--- src/hw/urfe_map.vh ---
// register map and field layout of the uart register front end
// assumes word addressing on a plain register port, 32-bit data
`ifndef URFE_MAP_VH
`define URFE_MAP_VH

// register indices (byte address = 4 * index)
`define URFE_IDX_DATA        3'h0
`define URFE_IDX_IER_DLM     3'h1
`define URFE_IDX_IIR         3'h2
`define URFE_IDX_LCR         3'h3
`define URFE_IDX_LSR         3'h5
`define URFE_IDX_MSR         3'h6
`define URFE_IDX_SCR         3'h7
`define URFE_IDX_GIE         3'h4

// field positions
`define URFE_LCR_DAS_BIT     7
`define URFE_IER_RXA_BIT     0
`define URFE_IER_TXE_BIT     1
`define URFE_IER_LSE_BIT     2
`define URFE_IER_MSC_BIT     3
`define URFE_GIE_BIT         22
`define URFE_LSR_DR_BIT      0
`define URFE_LSR_OE_BIT      1
`define URFE_LSR_PE_BIT      2
`define URFE_LSR_FE_BIT      3
`define URFE_LSR_BI_BIT      4
`define URFE_LSR_THRE_BIT    5

// interrupt source codes, bits 3:1 of the id register
`define URFE_IID_LINE        3'h3
`define URFE_IID_RXAV        3'h2
`define URFE_IID_TXEM        3'h1
`define URFE_IID_MODEM       3'h0

// reset values
`define URFE_RST_BYTE        8'h00
`define URFE_RST_IER         4'h0
`define URFE_RST_DIV_LO      8'h01

`endif

--- src/hw/urfe_irq_prio.v ---
// interrupt priority encoder for the uart register front end
// assumes same-clock level inputs from the uart core
`default_nettype none
`include "urfe_map.vh"

module urfe_irq_prio (
	// enabled source levels
	input  wire       i_line_err,
	input  wire       i_rx_avail,
	input  wire       i_tx_empty,
	input  wire       i_modem_chg,
	// encoded result
	output reg        o_pending,
	output reg  [2:0] o_code
);

	always @* begin
		o_pending = 1'b1;
		o_code    = `URFE_IID_MODEM;
		if (i_line_err) begin
			o_code = `URFE_IID_LINE;
		end else if (i_rx_avail) begin
			o_code = `URFE_IID_RXAV;
		end else if (i_tx_empty) begin
			o_code = `URFE_IID_TXEM;
		end else if (i_modem_chg) begin
			o_code = `URFE_IID_MODEM;
		end else begin
			o_pending = 1'b0;
		end
	end

endmodule
`default_nettype wire

--- src/hw/urfe_top.v ---
// register front end of an embedded 16550-style uart
// assumes a same-clock register port master and uart core status levels
`default_nettype none
`include "urfe_map.vh"

// Overview of operation
// - rx buffer read at index 0, select clear
// - tx byte written at index 0, select clear
// - enable register reached only with select set
// - global enable bit 22 gates interrupt out
// - enable bit 0 gates rx available
// - enable bit 1 gates tx empty
// - enable bit 2 gates line error
// - enable bit 3 gates modem change
// - reserved bits read as zero
// - divisor low byte at index 0, select set
// - divisor high byte, select set
// - modem control has no function
// - status shows rx full regardless of enable
// - status shows tx empty regardless of enable
// - status shows line error causes
// - upper 24 bits read zero, except global enable bit 22 at index 4
// - id bit 0 low means interrupt pending
// - line status is highest priority code 3
module urfe_top (
	// clock and reset
	input  wire        i_clk_sys,
	input  wire        i_rstn,
	// register port
	input  wire [2:0]  i_addr,
	input  wire [31:0] i_wdata,
	input  wire        i_wr,
	input  wire        i_rd,
	output reg  [31:0] o_rdata,
	// uart core receive side
	input  wire [7:0]  i_rx_byte,
	input  wire        i_rx_valid,
	output reg         o_rx_pop,
	// uart core transmit side
	output reg  [7:0]  o_tx_byte,
	output reg         o_tx_push,
	input  wire        i_tx_empty,
	// uart core line and modem status
	input  wire        i_overrun,
	input  wire        i_parity_err,
	input  wire        i_framing_err,
	input  wire        i_break,
	input  wire [3:0]  i_modem_delta,
	// configuration to core
	output reg  [15:0] o_divisor,
	output reg  [7:0]  o_line_ctrl,
	output reg         o_commit,
	// interrupt request
	output wire        o_irq
);

	// raw register state
	reg  [7:0]  line_control_reg_q;
	reg  [3:0]  interrupt_source_enables_q;
	reg  [7:0]  divisor_low_byte_q;
	reg  [7:0]  divisor_high_byte_q;
	reg  [7:0]  scratch_q;
	reg         serial_global_irq_enable_q;
	reg  [4:0]  line_err_q;

	// pending new config until scratch write
	reg  [15:0] divisor_d;
	reg  [7:0]  line_ctrl_d;

	wire        divisor_access_select;
	wire        line_err_now;
	wire        en_rx;
	wire        en_tx;
	wire        en_ls;
	wire        en_ms;
	wire        any_src;
	wire        irq_pending_low;
	wire        pend;
	wire [2:0]  irq_source_code;
	wire [7:0]  line_status_reg;
	wire [7:0]  modem_status_reg;

	function [31:0] urfe_zext;
		input [7:0] b;
		begin
			urfe_zext = {24'h00_0000, b};
		end
	endfunction

	assign divisor_access_select = line_control_reg_q[`URFE_LCR_DAS_BIT];

	// sticky line error causes, cleared when status is read
	assign line_err_now = |line_err_q;

	assign en_rx = interrupt_source_enables_q[`URFE_IER_RXA_BIT] & i_rx_valid;
	assign en_tx = interrupt_source_enables_q[`URFE_IER_TXE_BIT] & i_tx_empty;
	assign en_ls = interrupt_source_enables_q[`URFE_IER_LSE_BIT] & line_err_now;
	assign en_ms = interrupt_source_enables_q[`URFE_IER_MSC_BIT] & (|i_modem_delta);

	urfe_irq_prio u_prio (
		.i_line_err  (en_ls),
		.i_rx_avail  (en_rx),
		.i_tx_empty  (en_tx),
		.i_modem_chg (en_ms),
		.o_pending   (pend),
		.o_code      (irq_source_code)
	);

	assign any_src         = en_rx | en_tx | en_ls | en_ms;
	assign irq_pending_low = ~pend;
	assign o_irq           = any_src & serial_global_irq_enable_q;

	// status bytes, independent of enables
	assign line_status_reg = {2'b00,
		i_tx_empty,
		line_err_q[4:1],
		i_rx_valid};
	assign modem_status_reg = {4'h0, i_modem_delta};

	// register writes
	always @(posedge i_clk_sys) begin
		if (!i_rstn) begin
			line_control_reg_q         <= `URFE_RST_BYTE;
			interrupt_source_enables_q <= `URFE_RST_IER;
			divisor_low_byte_q         <= `URFE_RST_DIV_LO;
			divisor_high_byte_q        <= `URFE_RST_BYTE;
			scratch_q                  <= `URFE_RST_BYTE;
			serial_global_irq_enable_q <= 1'b0;
			o_tx_byte                  <= `URFE_RST_BYTE;
			o_tx_push                  <= 1'b0;
			o_divisor                  <= {`URFE_RST_BYTE, `URFE_RST_DIV_LO};
			o_line_ctrl                <= `URFE_RST_BYTE;
			o_commit                   <= 1'b0;
		end else begin
			o_tx_push <= 1'b0;
			o_commit  <= 1'b0;
			if (i_wr) begin
				if (i_addr == `URFE_IDX_DATA) begin
					if (divisor_access_select) begin
						divisor_low_byte_q <= i_wdata[7:0];
					end else begin
						o_tx_byte <= i_wdata[7:0];
						o_tx_push <= 1'b1;
					end
				end else if (i_addr == `URFE_IDX_IER_DLM) begin
					if (divisor_access_select) begin
						// enables and high divisor share this slot
						interrupt_source_enables_q <= i_wdata[3:0];
						divisor_high_byte_q        <= i_wdata[7:0];
					end
				end else if (i_addr == `URFE_IDX_LCR) begin
					line_control_reg_q <= i_wdata[7:0];
				end else if (i_addr == `URFE_IDX_GIE) begin
					serial_global_irq_enable_q <= i_wdata[`URFE_GIE_BIT];
				end else if (i_addr == `URFE_IDX_SCR) begin
					// scratch write pushes staged config to core
					scratch_q   <= i_wdata[7:0];
					o_divisor   <= divisor_d;
					o_line_ctrl <= line_ctrl_d;
					o_commit    <= 1'b1;
				end
			end
		end
	end

	always @* begin
		divisor_d   = {divisor_high_byte_q, divisor_low_byte_q};
		line_ctrl_d = line_control_reg_q;
	end

	// sticky line error capture; set wins over read-clear
	always @(posedge i_clk_sys) begin
		if (!i_rstn) begin
			line_err_q <= 5'h00;
		end else if (i_rd && (i_addr == `URFE_IDX_LSR)) begin
			line_err_q <= {i_break, i_framing_err, i_parity_err, i_overrun, 1'b0};
		end else begin
			line_err_q <= line_err_q | {i_break, i_framing_err, i_parity_err, i_overrun, 1'b0};
		end
	end

	// read path, data one cycle after strobe
	always @(posedge i_clk_sys) begin
		if (!i_rstn) begin
			o_rdata  <= 32'h0000_0000;
			o_rx_pop <= 1'b0;
		end else begin
			o_rdata  <= 32'h0000_0000;
			o_rx_pop <= 1'b0;
			if (i_rd) begin
				if (i_addr == `URFE_IDX_DATA) begin
					if (divisor_access_select) begin
						o_rdata <= urfe_zext(divisor_low_byte_q);
					end else begin
						o_rdata  <= urfe_zext(i_rx_byte);
						o_rx_pop <= i_rx_valid;
					end
				end else if (i_addr == `URFE_IDX_IER_DLM) begin
					if (divisor_access_select) begin
						o_rdata <= urfe_zext({4'h0, interrupt_source_enables_q});
					end
				end else if (i_addr == `URFE_IDX_IIR) begin
					o_rdata <= urfe_zext({4'h0, irq_source_code, irq_pending_low});
				end else if (i_addr == `URFE_IDX_LCR) begin
					o_rdata <= urfe_zext(line_control_reg_q);
				end else if (i_addr == `URFE_IDX_GIE) begin
					o_rdata <= {9'h000, serial_global_irq_enable_q, 22'h00_0000};
				end else if (i_addr == `URFE_IDX_LSR) begin
					o_rdata <= urfe_zext(line_status_reg);
				end else if (i_addr == `URFE_IDX_MSR) begin
					o_rdata <= urfe_zext(modem_status_reg);
				end else if (i_addr == `URFE_IDX_SCR) begin
					o_rdata <= urfe_zext(scratch_q);
				end
			end
		end
	end

endmodule
`default_nettype wire
--- config.mk ---
export PLATFORM = sky130hd
export DESIGN_NAME = urfe_top
export DESIGN_NICKNAME = d
export VERILOG_FILES = /design/src/hw/urfe_irq_prio.v /design/src/hw/urfe_top.v
export VERILOG_INCLUDE_DIRS = /design/src /design/src/hw
export SDC_FILE = /design/constraint.sdc
export NUM_CORES = 1
export LEC_CHECK = 0
export ABC_AREA = 1
export BUFFER_PORTS_ARGS = -buffer_cell sky130_fd_sc_hd__buf_2
export CORE_MARGIN = 8
export CORE_UTILIZATION = 38
export CTS_CLUSTER_DIAMETER = 40
export DETAILED_ROUTE_END_ITERATION = 10
export GPL_TIMING_DRIVEN = 0
export HOLD_SLACK_MARGIN = 0.02
export PLACE_DENSITY = 0.76
export SLEW_MARGIN = 20
export SYNTH_ARGS = -nofsm -noshare
export SYNTH_HDL_FRONTEND = slang
export SYNTH_SLANG_ARGS = --single-unit
export TNS_END_PERCENT = 20
--- constraint.sdc ---
create_clock -name i_clk_sys -period 1.2 [get_ports i_clk_sys]
set_input_delay 0.06 -clock i_clk_sys [delete_from_list [all_inputs] [get_ports i_clk_sys]]
set_output_delay 0.06 -clock i_clk_sys [all_outputs]
set_load 0.005 [all_outputs]
==> reports/summary.txt, run 1 <==
status = complete, but fails checks
failing checks = setup timing
Yosys top cell area share = 47.8%
Worst-path clk slew = 0.09 ns
RSZ-0062 raised after global routing = true
GPL Wtd Cong = 0.890
Post-synth top flop = dfxtp_1
root buf cell = clkbuf_8
largest net degree at the start of global routing = 17
Die Span Y = 110 um
Die Wd = 110 um
CP Data Arrival Time = 1.55 ns
first-pass GRT wire length = 17.0 mm
Syn Std Cell Area = 3390 sq um
Worst path depth = 11
vias in the first global route = 3,330
share of post-route cells with drive strength above 1 = 29.1%
max-cap violations = 0
PwrDens = 1220 nW/um^2
share of async-settable or async-resettable flops after synthesis = 0%
Post-Route Utilization = 51.7%
Boundary Pins = 125
crit-path cells = nor2_2 -> nand2_1 -> nand2_2 -> buf_4 -> buf_4 -> buf_4 -> nand2_1 -> nand2_1 -> nand3_2 -> nand2_2 -> inv_1
Worst path slowest cell = dfxtp_2
Max Used Layer = met4
H-tree Lvls = 3
Area growth, synth to finish = 32.4%
final setup fails = 4
Yosys cell types = 26
Die Footprint = 12,200 sq um
clock sinks = 81
insertion delay to the later sink of the worst-skew pair = 0.36 ns
antenna violations before repair = 0
VDD IR max = 0.518 mV
largest area contributor in the netlist = dfxtp_1
WS Path Type = reg2reg
drt first pass iters = 6
DP Area = 3990 sq um
Mapped Cells = 446
register area share after synthesis = 47.8%
Tcrit/Tclk final = 108%
number of synthesized flops with an enable pin = 0
TritonCTS clock tree = yes
crit start category = flop
initial core utilization = 39.1%
vias post-DR = 3,428
Yosys reg bits = 81
Net count, final = 636
total track usage = 17.0%
metal3 WL = 905 um
Max Clock Skew = 0.00751 ns
fin. max-slew vios = 0
most frequent cells in the layout = 82 x buf_2, 76 x nor2_1, 74 x dfxtp_1, 54 x o21ai_0, 53 x nand2_1
design area = 4490 sq um
Tmin final = 1.29 ns
Core Area = 8680 sq um
r2r worst-path depth = 11
most area-consuming cells after synthesis = dfxtp_1 48%, nor2_1 8.5%, o21ai_0 8.1%
DR iter-0 viols = 232
final hold violation count = 0
Leak = 2.17 nW
grt ovf = 0
dpl hpwl = 7.81 mm
slew at the pin with the worst max-slew slack = 0.524 ns
wire length on met2 = 4.87 mm
HP Class = in2reg
CTS max path bufs = 2
WP buf/inv = 4
worst rel slew slack = 65.1%
DRC = 0
synth warn = 0
Post-DRT Antenna Nets = 0
setup TNS = -0.321 ns
WL final = 10.5 mm
Final Hold Slack = 0.0293 ns
slowest stage delay, CP = 0.33 ns
crit path max fanout = 3
TritonCTS Buffers = 9
# rows = 34
Routed WL per cell = 15.2 um
leading cell type in the layout, fill and taps excluded = buf_2
maximum clock rate = 773 MHz
final setup margin = -0.0932 ns
Syn Area/Cell = 7.60 sq um
CP endpoint kind = flop
delay-heaviest family, CP = simple AND/OR/NAND/NOR gates
CP Data Required Time = 1.46 ns
routed metal-1 wirelength = 4.48 mm
drt via density = 4.95
input/output buffers = 76
Hold Path Depth = 3
Antenna Cells = 0
synthesized netlist by cell type, types with 2 or more instances:
| cell type | n |
|---|---|
| a21oi_1 | 46 |
| a22oi_1 | 2 |
| a31oi_1 | 2 |
| buf_2 | 7 |
| buf_4 | 24 |
| buf_6 | 3 |
| clkbuf_1 | 8 |
| dfxtp_1 | 81 |
| inv_1 | 30 |
| inv_2 | 5 |
| nand2_1 | 57 |
| nand3_1 | 17 |
| nand4_1 | 9 |
| nor2_1 | 77 |
| nor2_2 | 2 |
| nor2_4 | 2 |
| nor2_8 | 2 |
| nor3_1 | 4 |
| o211ai_1 | 3 |
| o21ai_0 | 55 |
| o21ai_1 | 5 |
tightest hold or removal path, delay by kind of cell:
kind | cells | cell delay (ns)
buffers and inverters | 1 | 0.17
AND/OR/NAND/NOR | 2 | 0.13
cell families (layout without fill, tap and decap cells):
| logic type | after synthesis | after routing | synth area share (%) |
|---|---|---|---|
| flip-flops | 81 | 81 | 47.8 |
| buffers and inverters | 78 | 194 | 12.3 |
| AO/OA/AOI/OAI | 113 | 113 | 17.1 |
| AND/OR/NAND/NOR | 173 | 173 | 22.6 |
| other | 1 | 23 | 0.111 |
worst paths after layout:
| kind | startpoint | to | slack (ns) |
|---|---|---|---|
| max | line_err_q[1] | o_rdata[2] | -0.09 |
| max reg2reg | line_err_q[1] | o_rdata[2] | -0.09 |
| min | i_wdata[0] | divisor_low_byte_q[0] | 0.03 |
| min reg2reg | divisor_high_byte_q[6] | divisor_high_byte_q[6] | 0.46 |
power breakdown:
group | internal, W | switching, W | leakage [nW] | total, W
clock | 0.00100 | 0.00108 | 0.100 | 0.00208
combinational | 0.000250 | 0.000342 | 1.41 | 0.000591
sequential | 0.00276 | 0.0000363 | 0.661 | 0.00280
total | 0.00401 | 0.00146 | 2.17 | 0.00547
per-stage QoR:
step | setup WS (ns) | instances | total power (W)
global placement | -0.236 | 652 | 0.00336
CTS | -0.0781 | 691 | 0.00548
detailed placement | -0.293 | 652 | 0.00337
global route | -0.180 | 692 | 0.00570
finish | -0.0932 | 692 | 0.00547
floorplan | 0.00267 | 468 | 0.00316
timing repair:
item,CTS,global route
gates resized for setup,18,11
buffers inserted,9,1
endpoints found under the hold margin,17,0
endpoints found under the setup margin,26,24
pin swaps,7,4
hold buffers,14,0
registers in the layout, indices dropped and copies added, names as in the netlist:
signal	cells
interrupt_source_enables_q	3
line_err_q	4
o_rx_pop	1
o_line_ctrl	8
o_tx_push	1
divisor_low_byte_q	8
o_commit	1
divisor_high_byte_q	5
line_control_reg_q	8
o_divisor	16
o_tx_byte	8
serial_global_irq_enable_q	1
scratch_q	8
o_rdata	9
per-layer routing:
metal	vias up	global-route usage [%]
met5	-	0
met4	0	7.39
met3	21	5.19
met2	146	27.1
met1	1580	20.6
li1	1681	-
area by class of cell:
cell class | instances | area, sq um
plain buffers | 42 | 283
clock buffers | 9 | 124
clock inverters | 7 | 85.1
fillers | 821 | 4190
inverters | 36 | 143
multi-input cells | 309 | 1480
flip-flops and latches | 81 | 1640
well taps | 108 | 135
repair buffers | 100 | 602
No activity file was read; power rests on OpenSTA's default activity.
==> inputs of run 2 (changes only) <==
- GPL_TIMING_DRIVEN: 0 -> unset
==> run 2 against run 1 <==
- the flow still finishes with violations (setup timing)
- combinational power is 6.8% lower
- die area unchanged
- register-to-register slack better by 0.17 ns
- first-iteration DRC count shrank 14%
- highest routed layer unchanged
==> reports/summary.txt, run 2 (same netlist as run 1, synthesis figures left out) <==
crit start category = flop
final setup fails = 1 (-3)
Die Wd = 110 um (unchanged)
PwrDens = 1300 nW/um^2 (+7.0%)
initial core utilization = 39.1% (unchanged)
Largest register FFs = 16 (unchanged)
most frequent cells in the layout = 77 x buf_2, 76 x nor2_1, 75 x dfxtp_1, 55 x o21ai_0, 52 x nand2_1
TritonCTS Buffers = 9 (unchanged)
grt ovf = 0 (unchanged)
Worst path slowest cell = dfxtp_2
Max Clock Skew = 0.0102 ns (+0.00267 ns)
CP endpoint kind = output port
dpl hpwl = 7.54 mm (-3.4%)
VDD IR max = 0.578 mV (+11%)
DRC = 0 (unchanged)
largest net degree at the start of global routing = 56 (+39)
Tmin final = 1.27 ns (-0.0226 ns)
WL final = 10.1 mm (-4.1%)
antenna violations before repair = 0 (unchanged)
Regs by FF count = o_divisor (16), o_rdata (9)
HP Class = in2reg
status = complete, but fails checks
CP Data Arrival Time = 1.21 ns (-0.34 ns)
# rows = 34 (unchanged)
H-tree Lvls = 3 (unchanged)
Final Non-Filler Cells = 675 (-2.5%)
crit-path cells = nor2_2 -> nand2_1 -> nand2_2 -> nand3_2 -> nand2_2 -> inv_2 -> buf_6
Worst-path clk slew = 0.08 ns (about the same)
leading cell type in the layout, fill and taps excluded = buf_2
Routed WL per cell = 14.9 um (-1.7%)
Area growth, synth to finish = 30.1%
Antenna Cells = 0 (unchanged)
Die Footprint = 12,200 sq um (unchanged)
total track usage = 16.3% (-0.69 points)
first-pass GRT wire length = 16.5 mm (-3.1%)
Leak = 2.11 nW (-2.6%)
RSZ-0062 raised after global routing = true
fin. max-slew vios = 0 (unchanged)
vias in the first global route = 3,372 (+1.3%)
clock sinks = 81 (unchanged)
final hold violation count = 0 (unchanged)
input/output buffers = 78 (+2.6%)
delay-heaviest family, CP = simple AND/OR/NAND/NOR gates
Post-DRT Antenna Nets = 0 (unchanged)
Core Area = 8680 sq um (unchanged)
Final Hold Slack = 0.0303 ns (+0.000968 ns)
share of post-route cells with drive strength above 1 = 27.7% (-1.4 points)
root buf cell = clkbuf_8
CTS max path bufs = 2 (unchanged)
failing checks = setup timing
CP dominant cell by count = nand2_2
GPL Wtd Cong = 0.918 (+3.2%)
CP Data Required Time = 1.14 ns (-0.32 ns)
Boundary Pins = 125 (unchanged)
insertion delay to the later sink of the worst-skew pair = 0.36 ns (about the same)
WS Path Type = reg2out
DR iter-0 viols = 200 (-14%)
Die Span Y = 110 um (unchanged)
vias post-DR = 3,329 (-2.9%)
drt first pass iters = 5 (-1)
maximum clock rate = 787 MHz (+1.8%)
Cells after DPL = 639 (-2.0%)
Post-Route Utilization = 50.8% (-0.88 points)
drt via density = 4.93 (-0.44%)
Net count, final = 619 (-2.7%)
crit path max fanout = 2 (-1)
TritonCTS clock tree = yes
Tcrit/Tclk final = 106% (-1.9 points)
WP buf/inv = 2 (-2)
final setup margin = -0.0706 ns (+0.0226 ns)
slowest stage delay, CP = 0.33 ns (about the same)
register name with the most flops = o_divisor
max-cap violations = 0 (unchanged)
## run 2: cell count changes in the layout (fill, tap and decap cells not counted), moves of 3 or more
cell and delta:
clkbuf_1 -7, buf_2 -5, buf_6 -4, inv_2 +3
## run 2: worst min-delay path: cells and delay by family
family | cells | cell delay [ns]
buffers and inverters | 1 | 0.15
AND/OR/NAND/NOR | 2 | 0.15
## run 2: routing by layer
metal	global-route usage [%]	part of all wire [%]
met3	5.36	8.3
met2	26.0	46
met1	19.7	43
met5	0	0
met4	6.58	2.4
## run 2: repair_timing
item,CTS,global route
hold buffers,15,0
setup endpoints to repair,9,28
gates resized for setup,12,9
endpoints found under the hold margin,19,0
buffers inserted,5,0
pin swaps,2,4
## run 2: final cells by class
cell class / instances / area (sq um)
Clock buffer: 10 / 128
Clock inverter: 6 / 115
Fill cell: 868 / 4270
Inverter: 36 / 138
Multi-Input combinational cell: 309 / 1460
Sequential cell: 81 / 1630
Tap cell: 108 / 135
Timing Repair Buffer: 125 / 800
## run 2: through the flow
step,TNS [ns],setup slack (ns),power (W),cell area [sq um]
floorplan,0,0.00267,0.00316,3470
global placement,-0.0159,-0.0100,0.00334,3930
detailed placement,-0.397,-0.0484,0.00335,3930
CTS,-0.0807,-0.0807,0.00578,4390
global route,-0.167,-0.161,0.00597,4410
finish,-0.0706,-0.0706,0.00576,4410
## run 2: final timing paths
path / cells past startpoint / end / slack [ns] / start
setup / recovery: 7 / o_irq / -0.07 / line_err_q[2]
hold / removal: 3 / scratch_q[2] / 0.03 / i_wdata[2]
setup reg to reg: 7 / o_rdata[2] / 0.08 / line_control_reg_q[7]
hold reg to reg: 2 / divisor_high_byte_q[6] / 0.46 / divisor_high_byte_q[6]
## run 2: where the power goes
group | switching (W) | total (W) | internal, W | leakage [nW]
sequential | 0.0000360 | 0.00280 | 0.00276 | 0.660
combinational | 0.000324 | 0.000551 | 0.000227 | 1.33
clock | 0.00101 | 0.00241 | 0.00140 | 0.122
==> inputs of run 3 (changes only) <==
- CORE_ASPECT_RATIO: unset -> 0.6
- PLACE_DENSITY: 0.76 -> 0.67
- SETUP_SLACK_MARGIN: unset -> 0.05
==> run 3 against run 2 <==
- the flow still finishes with violations (setup timing)
- worst setup slack got worse by 0.011 ns
- count of clock-buffer cells in the layout up 1
- utilization up 0.65 points
- non-clock buffer count decreased by 6
- clock power increased by 7%
- combinational power fell by 0.7%
- clock skew down 0.0048 ns
- cell count shrank 0.30%
- wire length is 3.4% higher
- sequential share of layout area shrank 0.17 points
- sequential power about the same
- die area up 0.81%
- critical endpoint unchanged
==> reports/summary.txt, run 3 (same netlist as run 1, synthesis figures left out) <==
status = complete, but fails checks
failing checks = setup timing
Leak = 2.11 nW (about the same)
clock sinks = 81 (unchanged)
Tcrit/Tclk final = 107% (+0.94 points)
crit start category = flop
root buf cell = clkbuf_16
part of the power in registers = 47.2% (-1.4 points)
Area growth, synth to finish = 30.4%
register name with the most flops = o_divisor
TritonCTS clock tree = yes
fin. max-slew vios = 0 (unchanged)
Post-Route Utilization = 51.5% (+0.65 points)
VDD IR max = 0.930 mV (+61%)
first-pass GRT wire length = 16.6 mm (+0.42%)
CTS max path bufs = 2 (unchanged)
final setup margin = -0.0819 ns (-0.0113 ns)
Sw Pwr = 0.00149 W (+8.4%)
total track usage = 17.7% (+1.4 points)
Regs by FF count = o_divisor (16), o_rdata (9)
input/output buffers = 78 (unchanged)
drt via density = 4.85 (-1.8%)
max-cap violations = 0 (unchanged)
met1 Resource Use GR = 24.3% (+4.6 points)
GR peak layer = met2
Filler Cell Count = 855 (-1.5%)
# rows = 26 (-24%)
Antenna Cells = 0 (unchanged)
Largest register FFs = 16 (unchanged)
Tmin final = 1.28 ns (+0.0113 ns)
WS Path Type = reg2out
CP endpoint kind = output port
final setup fails = 1 (unchanged)
Sw Share = 25.0% (+1.2 points)
GPL Wtd Cong = 0.881 (-4.0%)
most frequent cells in the layout = 78 x buf_2, 76 x dfxtp_1, 73 x nor2_1, 54 x o21ai_0, 53 x nand2_1
insertion delay to the later sink of the worst-skew pair = 0.34 ns (-0.02 ns)
DRC = 0 (unchanged)
Routed WL per cell = 15.5 um (+3.7%)
drt first pass iters = 5 (unchanged)
HP Class = in2reg
dpl hpwl = 8.08 mm (+7.2%)
Max Clock Skew = 0.00543 ns (-0.00476 ns)
TritonCTS Buffers = 9 (unchanged)
Comb pwr share = 9.2% (-0.4 points)
final hold violation count = 0 (unchanged)
vias in the first global route = 3,229 (-4.2%)
crit path max fanout = 2 (unchanged)
vias post-DR = 3,261 (-2.0%)
grt ovf = 0 (unchanged)
Cells after DPL = 644 (+0.78%)
met2 GRT Util = 25.5% (-0.54 points)
RSZ-0062 raised after global routing = true
Boundary Pins = 125 (unchanged)
antenna violations before repair = 0 (unchanged)
largest net degree at the start of global routing = 26 (-54%)
Die Span Y = 89.2 um (-19%)
initial core utilization = 39.5% (+0.41 points)
CP Data Arrival Time = 1.22 ns (about the same)
leading cell type in the layout, fill and taps excluded = buf_2
Net count, final = 613 (-0.97%)
Worst-path clk slew = 0.06 ns (-0.02 ns)
DR iter-0 viols = 321 (+61%)
Design Power = 0.00594 W (+3.2%)
internal power = 0.00446 W (+1.6%)
Die Footprint = 12,300 sq um (+0.81%)
Core Area = 8590 sq um (-1.0%)
PwrDens = 1340 nW/um^2 (+3.0%)
share of post-route cells with drive strength above 1 = 28.3% (+0.65 points)
Die Wd = 138 um (+25%)
CP Data Required Time = 1.14 ns (about the same)
maximum clock rate = 780 MHz (-0.88%)
WL final = 10.4 mm (+3.4%)
H-tree Lvls = 3 (unchanged)
Final Non-Filler Cells = 673 (-0.30%)
routing usage on met3 = 7.01% (+1.7 points)
Clock Power Share = 43.5% (+1.7 points)
Post-DRT Antenna Nets = 0 (unchanged)
run 3: cell types whose count changed in the layout (fill, tap and decap cells not counted), sizes merged:
cell	previous run	this run
clkinv	2	4
dlygate4sd3	15	10
clkbuf	10	11
bufinv	3	0
buf	110	109
run 3: metrics by stage:
stage	area (sq um)	TNS, ns	hold slack (ns)	worst slack, ns
after floorplan	3470	0	0.173	0.0610
after global placement	3950	-0.870	0.266	-0.0673
after detailed placement	3950	-1.47	0.280	-0.153
after CTS	4380	-0.0731	0.0216	-0.0731
after global routing	4420	-0.149	0.0461	-0.147
final	4420	-0.0819	0.0391	-0.0819
run 3: timing repair:
action	4_1_cts	5_1_grt
hold buffers	10	0
buffers inserted	3	1
pin swaps	2	5
endpoints found under the hold margin	10	0
endpoints found under the setup margin	7	18
gates resized for setup	11	13
run 3: final cells by class:
class	count	area, sq um	area share [%]
Clock buffer	11	243	5.49
Timing Repair Buffer	119	739	16.7
Sequential cell	81	1630	36.8
Clock inverter	5	40.0	0.906
Multi-Input combinational cell	309	1490	33.8
Tap cell	112	140	3.17
Inverter	36	138	3.11
run 3: path summary, 6_finish.rpt:
path | start | to | slack (ns) | cells after the start
max | line_err_q[1] | o_irq | -0.08 | 7
min | i_wdata[5] | scratch_q[5] | 0.04 | 3
max reg2reg | line_control_reg_q[7] | o_rdata[3] | 0.04 | 7
min reg2reg | divisor_high_byte_q[4] | divisor_high_byte_q[4] | 0.46 | 2
run 3: worst max-delay path, stage by stage, from the launching register on:
cell and delay [ns]:
dfxtp_2 0.33, nor2_2 0.10, nand2_1 0.08, nand2_2 0.07, nand3_2 0.08, nand2_1 0.06
inv_1 0.03, buf_2 0.12
run 3: power groups by stage:
stage | Clock (W) | Sequential (W) | Combinational, W
floorplan | 0 | 0.00286 | 0.000302
global placement | 0 | 0.00286 | 0.000481
detailed placement | 0 | 0.00286 | 0.000490
CTS | 0.00265 | 0.00280 | 0.000529
global route | 0.00278 | 0.00281 | 0.000603
finish | 0.00259 | 0.00281 | 0.000547
run 3: layer usage:
metal	share of wire, %	up-vias
met1	49	1493
met5	0	-
met3	9.8	10
met2	41	122
li1	-	1636
met4	0.80	0
